--- src/eism_defines.vh ---
`ifndef EISM_DEFINES_VH
`define EISM_DEFINES_VH

// Register byte offsets on the APB
`define EISM_OFS_SENSE     8'h00
`define EISM_OFS_ENABLE    8'h04
`define EISM_OFS_KEY_LOW   8'h08
`define EISM_OFS_KEY_HIGH  8'h0C
`define EISM_OFS_SYSCTL    8'h10
`define EISM_OFS_STATUS    8'h14

// Reset values
`define EISM_RST_SENSE     8'h00
`define EISM_RST_ENABLE    8'h00
`define EISM_RST_KEY_LOW   8'hBF
`define EISM_RST_KEY_HIGH  8'hFF
`define EISM_RST_SYSCTL    1'b0

// Field positions
`define EISM_SYSCTL_EDGE   0
`define EISM_STATUS_NMI    8

// Vector numbers
`define EISM_VEC_NMI       6'h03
`define EISM_VEC_LINE0     6'h04

// Lines that may wake the device from software standby
`define EISM_WAKE_LINES    8'h47

`endif

--- src/eism_ctrl.v ---
// Summary of operation
// - Sense bit: 0 low level, 1 falling edge
// - Per-line enable bit, reset 0
// - Enabled falling edge latches pending request
// - Disable keeps pending, blocks new edges
// - Mask, sense 0, enable 0 clear pending
// - Two key mask registers cover sixteen keys
// - Key mask 0 enables, 1 blocks
// - Key masks reset ones except low bit 6
// - Unmasked keys ORed into line six
// - Nonmask request ignores global mask
// - Nonmask vector 3, sets global mask
// - Lines 0..7 vectors 4..11, 0 highest
// - Global mask blocks all maskable lines
// - Accepting maskable request sets global mask
// - Nonmask, lines 0,1,2,6 wake standby
// - Detection uses pin level regardless direction
// - Nonmask edge select: 0 falling, 1 rising
`include "eism_defines.vh"

module eism_ctrl #(
  parameter LINES = 8,
  parameter KEYS  = 16
) (
  input  wire              CORE_CLK,
  input  wire              RST_B,
  input  wire              PSEL,
  input  wire              PENABLE,
  input  wire              PWRITE,
  input  wire [7:0]        PADDR,
  input  wire [31:0]       PWDATA,
  output reg  [31:0]       PRDATA,
  output wire              PREADY,
  output reg               PSLVERR,
  input  wire [LINES-1:0]  IRQ_PIN_B,
  input  wire [KEYS-1:0]   KEY_SENSE_B,
  input  wire              NMI_PIN_B,
  input  wire              CPU_MASK,
  input  wire              VEC_TAKE,
  output reg               INT_REQ,
  output reg  [5:0]        INT_VECTOR,
  output wire              MASK_SET,
  output reg               WAKE
);

  localparam NPIN = LINES + KEYS + 1;

  reg  [7:0]       ext_sense_select;
  reg  [7:0]       ext_request_enable;
  reg  [7:0]       key_mask_low;
  reg  [7:0]       key_mask_high;
  reg              nonmask_edge_select;
  reg  [NPIN-1:0]  sync1;
  reg  [NPIN-1:0]  sync2;
  reg  [NPIN-1:0]  sync3;
  reg  [NPIN-1:0]  pin_lvl;
  reg  [NPIN-1:0]  pin_prev;
  reg  [LINES-1:0] edge_pend;
  reg              nmi_pend;
  reg  [5:0]       next_vector;
  reg              next_req;
  reg  [31:0]      rd_mux;
  reg              rd_err;
  wire [NPIN-1:0]  pins_in;
  wire [KEYS-1:0]  key_active;
  wire [LINES-1:0] line_active;
  reg  [LINES-1:0] line_prev;
  wire [LINES-1:0] line_fall;
  wire [LINES-1:0] level_req;
  wire [LINES-1:0] line_req;
  wire [LINES-1:0] accepted;
  wire             nmi_lvl;
  wire             nmi_prev;
  wire             nmi_edge;
  wire             wr_en;
  wire             setup;
  wire             take_nmi;

  // Pins are active low; line and key sensing below works on active-high copies, nonmask edge detect on the raw pin level
  assign pins_in = {NMI_PIN_B, KEY_SENSE_B, IRQ_PIN_B};

  // Three-stage synchroniser; a change counts once stages two and three agree
  always @(posedge CORE_CLK or negedge RST_B) begin
    if (!RST_B) begin
      sync1    <= {NPIN{1'b1}};
      sync2    <= {NPIN{1'b1}};
      sync3    <= {NPIN{1'b1}};
      pin_lvl  <= {NPIN{1'b1}};
      pin_prev <= {NPIN{1'b1}};
    end else begin
      sync1    <= pins_in;
      sync2    <= sync1;
      sync3    <= sync2;
      pin_lvl  <= (sync2 & sync3) | (pin_lvl & (sync2 | sync3));
      pin_prev <= pin_lvl;
    end
  end

  // Key inputs masked and merged into line six
  assign key_active = ~pin_lvl[LINES +: KEYS] & ~{key_mask_high, key_mask_low};

  assign line_active = ~pin_lvl[LINES-1:0] | ({LINES{|key_active}} & 8'h40);
  assign line_fall   = line_active & ~line_prev;

  // Previous merged level, so a held key does not fake an edge on line six
  always @(posedge CORE_CLK or negedge RST_B) begin
    if (!RST_B) begin
      line_prev <= {LINES{1'b0}};
    end else begin
      line_prev <= line_active;
    end
  end

  // Level sensing follows the pin, nothing latched
  assign level_req = line_active & ext_request_enable & ~ext_sense_select;
  assign line_req  = level_req | edge_pend;
  assign accepted  = line_req & {LINES{~CPU_MASK}};

  assign nmi_lvl  = pin_lvl[NPIN-1];
  assign nmi_prev = pin_prev[NPIN-1];
  // Falling edge when select is 0, rising when 1
  assign nmi_edge = nonmask_edge_select ? (nmi_lvl & ~nmi_prev)
                                        : (~nmi_lvl & nmi_prev);

  assign take_nmi = VEC_TAKE & INT_REQ & (INT_VECTOR == `EISM_VEC_NMI);

  genvar g;
  generate
    for (g = 0; g < LINES; g = g + 1) begin : g_line
      wire set_p;
      wire clr_p;
      // New edges need the enable; a latched one survives disable
      assign set_p = line_fall[g] & ext_sense_select[g] & ext_request_enable[g];
      assign clr_p = (CPU_MASK & ~ext_sense_select[g] & ~ext_request_enable[g])
                   | (VEC_TAKE & INT_REQ
                      & (INT_VECTOR == `EISM_VEC_LINE0 + g));
      always @(posedge CORE_CLK or negedge RST_B) begin
        if (!RST_B) begin
          edge_pend[g] <= 1'b0;
        end else if (set_p) begin
          // Set wins so a coincident edge is not lost
          edge_pend[g] <= 1'b1;
        end else if (clr_p) begin
          edge_pend[g] <= 1'b0;
        end
      end
    end
  endgenerate

  // Nonmask latch never looks at the global mask
  always @(posedge CORE_CLK or negedge RST_B) begin
    if (!RST_B) begin
      nmi_pend <= 1'b0;
    end else if (nmi_edge) begin
      nmi_pend <= 1'b1;
    end else if (take_nmi) begin
      nmi_pend <= 1'b0;
    end
  end

  // Fixed priority: nonmask first, then line 0 down to line 7
  integer i;
  always @* begin
    next_req    = 1'b0;
    next_vector = 6'h00;
    for (i = LINES - 1; i >= 0; i = i - 1) begin
      if (accepted[i]) begin
        next_req    = 1'b1;
        next_vector = `EISM_VEC_LINE0 + i[5:0];
      end
    end
    if (nmi_pend) begin
      next_req    = 1'b1;
      next_vector = `EISM_VEC_NMI;
    end
  end

  // Vector stays registered; a take just after it went stale clears nothing
  always @(posedge CORE_CLK or negedge RST_B) begin
    if (!RST_B) begin
      INT_REQ    <= 1'b0;
      INT_VECTOR <= 6'h00;
      WAKE       <= 1'b0;
    end else begin
      INT_REQ    <= next_req & ~(VEC_TAKE & INT_REQ);
      INT_VECTOR <= next_vector;
      WAKE       <= nmi_pend | |(line_req & `EISM_WAKE_LINES);
    end
  end

  // Every taken vector, nonmask or maskable, sets the global mask
  assign MASK_SET = VEC_TAKE & INT_REQ;

  // APB slave, zero wait states
  assign PREADY = 1'b1;
  assign setup  = PSEL & ~PENABLE;
  assign wr_en  = PSEL & PENABLE & PWRITE;

  always @* begin
    rd_mux = 32'h0000_0000;
    rd_err = 1'b0;
    case (PADDR)
      `EISM_OFS_SENSE:    rd_mux[7:0] = ext_sense_select;
      `EISM_OFS_ENABLE:   rd_mux[7:0] = ext_request_enable;
      `EISM_OFS_KEY_LOW:  rd_mux[7:0] = key_mask_low;
      `EISM_OFS_KEY_HIGH: rd_mux[7:0] = key_mask_high;
      `EISM_OFS_SYSCTL:   rd_mux[`EISM_SYSCTL_EDGE] = nonmask_edge_select;
      `EISM_OFS_STATUS: begin
        rd_mux[7:0]             = edge_pend;
        rd_mux[`EISM_STATUS_NMI] = nmi_pend;
      end
      default:            rd_err = 1'b1;
    endcase
  end

  always @(posedge CORE_CLK or negedge RST_B) begin
    if (!RST_B) begin
      PRDATA  <= 32'h0000_0000;
      PSLVERR <= 1'b0;
    end else if (setup) begin
      PRDATA  <= PWRITE ? 32'h0000_0000 : rd_mux;
      PSLVERR <= rd_err;
    end
  end

  always @(posedge CORE_CLK or negedge RST_B) begin
    if (!RST_B) begin
      ext_sense_select    <= `EISM_RST_SENSE;
      ext_request_enable  <= `EISM_RST_ENABLE;
      key_mask_low        <= `EISM_RST_KEY_LOW;
      key_mask_high       <= `EISM_RST_KEY_HIGH;
      nonmask_edge_select <= `EISM_RST_SYSCTL;
    end else if (wr_en) begin
      case (PADDR)
        `EISM_OFS_SENSE:    ext_sense_select    <= PWDATA[7:0];
        `EISM_OFS_ENABLE:   ext_request_enable  <= PWDATA[7:0];
        `EISM_OFS_KEY_LOW:  key_mask_low        <= PWDATA[7:0];
        `EISM_OFS_KEY_HIGH: key_mask_high       <= PWDATA[7:0];
        `EISM_OFS_SYSCTL:   nonmask_edge_select <= PWDATA[`EISM_SYSCTL_EDGE];
        default:            ext_sense_select    <= ext_sense_select;
      endcase
    end
  end

endmodule

--- config.mk ---
export PLATFORM = sky130hd
export DESIGN_NAME = eism_ctrl
export DESIGN_NICKNAME = d
export VERILOG_FILES = /design/src/eism_ctrl.v
export VERILOG_INCLUDE_DIRS = /design/src
export SDC_FILE = /design/constraint.sdc
export NUM_CORES = 1
export LEC_CHECK = 0
export ABC_CLOCK_PERIOD_IN_PS = 1600
export BUFFER_PORTS_ARGS = -buffer_cell sky130_fd_sc_hd__buf_2
export CORE_MARGIN = 3
export CORE_UTILIZATION = 40
export DETAILED_ROUTE_END_ITERATION = 10
export PLACE_DENSITY = 0.62
export SLEW_MARGIN = 20
export SYNTH_ARGS = -nofsm -noshare
export SYNTH_HDL_FRONTEND = slang
export SYNTH_SLANG_ARGS = --single-unit
--- constraint.sdc ---
create_clock -name CORE_CLK -period 1.6 [get_ports CORE_CLK]
set_input_delay 0.16 -clock CORE_CLK [delete_from_list [all_inputs] [get_ports CORE_CLK]]
set_output_delay 0.16 -clock CORE_CLK [all_outputs]
set_load 0.005 [all_outputs]
[Yosys cells after proc, flatten, opt, wreduce, memory -nomap -nowiden]
Index checks and enable logic that the tools add are counted.
Storage, ports and cells
  input port bits: 72
  register bits: 216
  logic and storage cells: 193
  output and inout bits: 43
Operators by class
  reduce and logical (&&, ||, !) cells: 18
  mux-type cells: 42
  eq/ne operators: 14
  bitwise gates (word level): 94
Operators by type and width (number)
  25-bit bitwise AND: 2
  25-bit OR: 2
  1-bit bitwise AND: 48
  6-bit two-way mux: 8
  7-bit case mux with 5 select lines: 1
  8-bit bitwise AND: 4
  16-bit NOT: 2
  1-bit two-way mux: 30
  6-bit by 3-bit == test with 1-bit output, second input constant: 4
  6-bit by 4-bit == test with 1-bit output, second input constant: 4
  8-bit NOT: 3
  1-bit NOT: 21
  2-bit nonzero test: 9
  16-bit bitwise AND: 1
  8-bit by 4-bit == test with 1-bit output, second input constant: 2
  8-bit by 5-bit == test with 1-bit output, second input constant: 2
  16-bit OR reduction: 1
  2-bit AND reduction: 5
  9-bit two-way mux: 1
  1-bit OR: 9
  8-bit by 3-bit == test with 1-bit output, second input constant: 1
  8-bit logical NOT: 1
  8-bit by 7-bit OR with 8-bit output: 1
  8-bit OR: 1
  other kinds (5): 5

[Depth between registers and ports, before layout]
  depth in word-level cells: 18
  gate-level depth with buffers: 7
  gate-level depth less buffers: 5

[Least setup slack after synthesis]
OpenSTA, ideal clock, no wires.
  path kind: input -> register
  from: input PADDR[1]
  to: register ext_request_enable[0]
  data arrival time: 1638 ps
  cell stages on the path: 6
  required time: 1475 ps
  setup time: 125 ps
  slack: -162 ps
  buffers on the path: 2
  cell sequence: or4_4 nor3_2 buf_2 and3_1 buf_4 mux2_2
Between the ends
  cells in the longest elaborated chain, start to end: 2
Ends and longest elaborated chain
  start: declaration: RTL line eism_ctrl.v:30  | input wire [7:0] PADDR,
  8-bit by 3-bit == test with 1-bit output: RTL line eism_ctrl.v:234  | case (PADDR)
  2-bit AND reduction (no line)
  end signal: assignment: RTL line eism_ctrl.v:229  | ext_request_enable <= `EISM_RST_ENABLE;
  end signal: assignment: RTL line eism_ctrl.v:236  | `EISM_OFS_ENABLE: ext_request_enable <= PWDATA[7:0];
  end: declaration: RTL line eism_ctrl.v:49  | reg [7:0] ext_request_enable;
No other way between the ends.
A chain may end at the register's enable or synchronous reset.

[Worst setup path in the final report]
  from: register pin_lvl[8]
  to: register WAKE
Between the ends
  cells in the longest elaborated chain, start to end: 9
Ends and longest elaborated chain
  start: declaration: RTL line eism_ctrl.v:56  | reg [NPIN-1:0] pin_lvl;
  start signal: assignment: RTL line eism_ctrl.v:88  | pin_lvl <= {NPIN{1'b1}};
  start signal: assignment: RTL line eism_ctrl.v:94  | pin_lvl <= (sync2 & sync3) | (pin_lvl & (sync2 | sync3));
  16-bit NOT: RTL line eism_ctrl.v:100  | assign key_active = ~pin_lvl[LINES +: KEYS] & ~{key_mask_high, key_mask_low};
  16-bit bitwise AND: RTL line eism_ctrl.v:100
  16-bit OR reduction: RTL line eism_ctrl.v:102  | assign line_active = ~pin_lvl[LINES-1:0] | ({LINES{|key_active}} & 8'h40);
  8-bit by 7-bit OR with 8-bit output: RTL line eism_ctrl.v:102
  8-bit bitwise AND (2 in series): RTL line eism_ctrl.v:115  | assign level_req = line_active & ext_request_enable & ~ext_sense_select;
  8-bit OR: RTL line eism_ctrl.v:116  | assign line_req = level_req | edge_pend;
  4-bit OR reduction: RTL line eism_ctrl.v:187  | WAKE <= nmi_pend | |(line_req & `EISM_WAKE_LINES);
  1-bit OR: RTL line eism_ctrl.v:187
  end signal: assignment: RTL line eism_ctrl.v:187
  end: declaration: RTL line eism_ctrl.v:43  | output reg WAKE
No other way between the ends.

==> results.toml <==
[placement]
routabilityCongestion = 0.835
hpwl_mm = 9.17
dpl_worst_slack_ns = -0.275
port_buffers = 64
postPlaceCellArea_sq_um = 7170

[clock_tree]
clkTransAtPathRegs_ns = 0.06
ctsLongestPathBuffers = 2
cts_tree = "built"
htree_num_levels = 4
cts-buffers-inserted = 17
clock_sink_count = 167
clk-insertion-delay-late_ns = 0.42
clock-root-buffer = "clkbuf_16"

[sta]
setup_violations = 0
timing.final.ws_setup_ns = 0.00272
finalClockSkew_ns = 0.00793
slew_violations = 0
number_of_hold_violations_in_the_final_report = 0
min_period_ns = 1.60
timing.fmax_ghz = 0.626
slew_headroom = 0.484
worst_slew_pin_slew_ns = 0.771
grt_setup_unrepaired = "true"
layout_worst_path_cycle_share = 0.998

[setup_path]
worst_r2r_startpoint = "pin_lvl[8]"
setup.worst_path.end_class = "register"
critPathMaxFanout = 4
required_time_at_the_endpoint_of_the_critical_path_ns = 1.87
cp_cell_sequence = "o22ai_2, nor3_2, nand3_2, o21ai_1, buf_4, nand4_1"
regToRegEndpoint = "WAKE"
timing.critical_path.slowest_stage_cell = "dfstp_2"
kind_of_start_point_of_the_critical_path = "register"
timing.setup.critical_path_class = "reg2reg"
cpPeakStageDelay_ns = 0.56
worst_r2r_path_depth = 6
worst_ep_arrival_time_ns = 1.87
r2r_setup_slack_ns = 0.003

[floorplanning]
core_area_sq_um = 15400
chipWidth_microns = 132
floorplan.io_pins = 115
dieHeight_microns = 132
fp.dieArea_sq_um = 17500
start_util = 0.414
fp_rows = 45

[status]
run_status = "complete, no violations"

[synthesis]
cell_area_after_synthesis_sq_um = 6360
ys.warnings.count = 0
ys_types = 48
synth-edff-count = 0
synth_async_sr_flop_share = 1.00
ys_seq_elements = 167
post-synth-top-area-fraction = 0.479
seq_area_frac_synth = 0.680
netlist_instances = 460
synthDominantAreaCellType = "dfstp_2"
post_synth_main_area_contributors = "dfstp_2, dfrtp_1, mux2_2"
avgSynthCellArea_sq_um = 13.8
ys.flop_type = "dfstp_2"

[finish]
stdcell_area_sq_um = 8110
design.final.nets = 674
antenna-diode-count = 0
flow.area_growth_from_synthesis_pct = 27.5
drive_gt1_frac = 0.506

[detailed_routing]
wirelength_mm = 12.9
detail_route.first_pass.iterations = 4
num_vias = 4006
antenna_left = 0
drt-vias-per-instance = 4.85
routedWlPerCell_microns = 15.7
remaining_drc_errors = 0
detailedRoute.firstIterationViolations = 184

[min_path]
min_path_type = "in2reg"
worstHoldPathCells = 2
worstHoldEndpoint = "key_mask_high[7]"
holdCritStartpoint = "PWDATA[7]"

[pwr]
fraction_of_power_spent_switching_nets = 0.234
ir_worst_vdd_mv = 0.670
seq_power_share = 0.510
static-leakage-power_nw = 3.54
power.internal_mw = 7.29
pwr-share-clk = 0.413
power_per_cell_area_nw_per_um2 = 1170
share_comb_of_total_power = 0.077
netSwitchingPower_mw = 2.23

[grt]
grt_overflow = 0
grt_use_total = 0.156
antenna_violations_before_repair = 0
via_count_of_the_first_global_routing_pass = 4232
grt_first_pass_wirelength_mm = 21.4
grt_start_max_net_pins = 59

[job]
max-cap-violations = 0
[worst max-delay path by stage]
stage | start | cells past startpoint | end | slack, ns
6_report | pin_lvl[8] | 6 | WAKE | 0.003
5_1_grt | pin_lvl[8] | 6 | WAKE | -0.08
4_1_cts | pin_lvl[8] | 6 | WAKE | 0.003
3_5_place_dp | PADDR[1] | 7 | ext_request_enable[3] | -0.28
3_3_place_gp | PADDR[1] | 7 | ext_request_enable[0] | -0.25
2_1_floorplan | PADDR[1] | 6 | ext_request_enable[0] | -0.12
[power groups by stage]
stage	registers [mW]	clock network [mW]	logic [mW]
4_1_cts	4.85	4.07	0.734
3_5_place_dp	4.91	0	0.675
5_1_grt	4.89	4.28	0.821
2_1_floorplan	4.84	0	0.338
6_report	4.85	3.94	0.734
3_3_place_gp	4.90	0	0.659
[cells in the mapped netlist, types with 2 or more instances]
| cell | number |
|---|---|
| o21ai_0 | 20 |
| nor4_1 | 2 |
| nand2b_1 | 5 |
| o31ai_1 | 3 |
| nor2b_1 | 3 |
| buf_2 | 2 |
| o22ai_1 | 6 |
| o2bb2ai_1 | 2 |
| nand2_1 | 26 |
| nand3_1 | 4 |
| buf_4 | 28 |
| mux2_2 | 26 |
| nor3_1 | 2 |
| mux2_4 | 8 |
| nand3b_1 | 2 |
| conb_1 | 2 |
| a31oi_1 | 5 |
| a2111oi_0 | 2 |
| clkbuf_1 | 5 |
| nor2_1 | 25 |
| or3_1 | 6 |
| and3_1 | 2 |
| nand4b_1 | 2 |
| mux2i_1 | 8 |
| a21oi_1 | 29 |
| nor3b_1 | 4 |
| inv_1 | 15 |
| maj3_1 | 25 |
| dfrtp_1 | 51 |
| a221oi_1 | 7 |
| dfstp_2 | 116 |
[registers in the layout (all words and copies together), names as in the netlist, 9 cells and up]
name	flops
pin_lvl	25
sync2	25
sync1	25
sync3	25
PRDATA	9
[cell usage in the layout, fill, tap and decap left out, drive strengths merged, types with 4 or more instances in the layout]
master and n:
buf 109, nor2 25, conb 26, o22ai 6
o21ai 20, nor3b 4, mux2 34, clkbuf 18
dlygate4sd3 26, a221oi 7, inv 19, a21oi 29
clkinv 6, dfrtp 51, maj3 25, dfstp 116
nand3 5, mux2i 8, a31oi 5, nand2b 5
or3 6, nand2 26
[area by class of cell]
class | instances | area, sq um
timing repair buffer | 135 | 962
clock inverter | 14 | 149
inverter | 15 | 56.3
clock buffer | 18 | 429
tap | 211 | 264
sequential | 167 | 4320
fill | 1305 | 7260
multi-input combinational | 266 | 1930
[worst max-delay path: cells and delay by family, from the launching register on]
kind            cells  cell delay, ns
compound gates      2            0.26
buf+inv             1            0.13
flops               1            0.56
simple gates        3            0.50
[through the flow]
| step | setup TNS (ns) | hold WS, ns | util | instances | total power, mW |
|---|---|---|---|---|---|
| 2_1_floorplan | -1.46 | -0.136 | - | 484 | 5.18 |
| 3_3_place_gp | -7.16 | 0.0776 | 0.467 | 767 | 5.55 |
| 3_5_place_dp | -8.36 | 0.0769 | 0.467 | 767 | 5.58 |
| 4_1_cts | 0 | 0.00529 | 0.524 | 825 | 9.65 |
| 5_1_grt | -0.167 | 0.00607 | 0.528 | 826 | 10.0 |
| 6_report | 0 | 0.0235 | 0.528 | 826 | 9.52 |
[per-layer routing]
layer / wire (microns) / up-vias / track usage
met5: 0 / - / 0
met4: 294 / 0 / 0.0788
met3: 711 / 22 / 0.0454
li1: - / 1863 / -
met1: 5670 / 2004 / 0.200
met2: 6260 / 117 / 0.243
[repair_timing]
action | in CTS | in global routing
setup buffers | 1 | 2
setup endpoints to repair | 6 | 7
pin swaps | 8 | 8
gates resized for setup | 13 | 10
hold buffers | 26 | 0
endpoints found under the hold margin | 78 | 0
[logic make-up after synthesis]
group / count (synthesis) / share of synthesized area
mux: 43 / 0.0810
buf+inv: 51 / 0.0482
flops: 167 / 0.680
other cells: 2 / 0.00118
simple gates: 90 / 0.0722
fa+ha+maj: 25 / 0.0393
compound gates: 82 / 0.0785
Note: power is estimated with default switching activity, not from simulation.
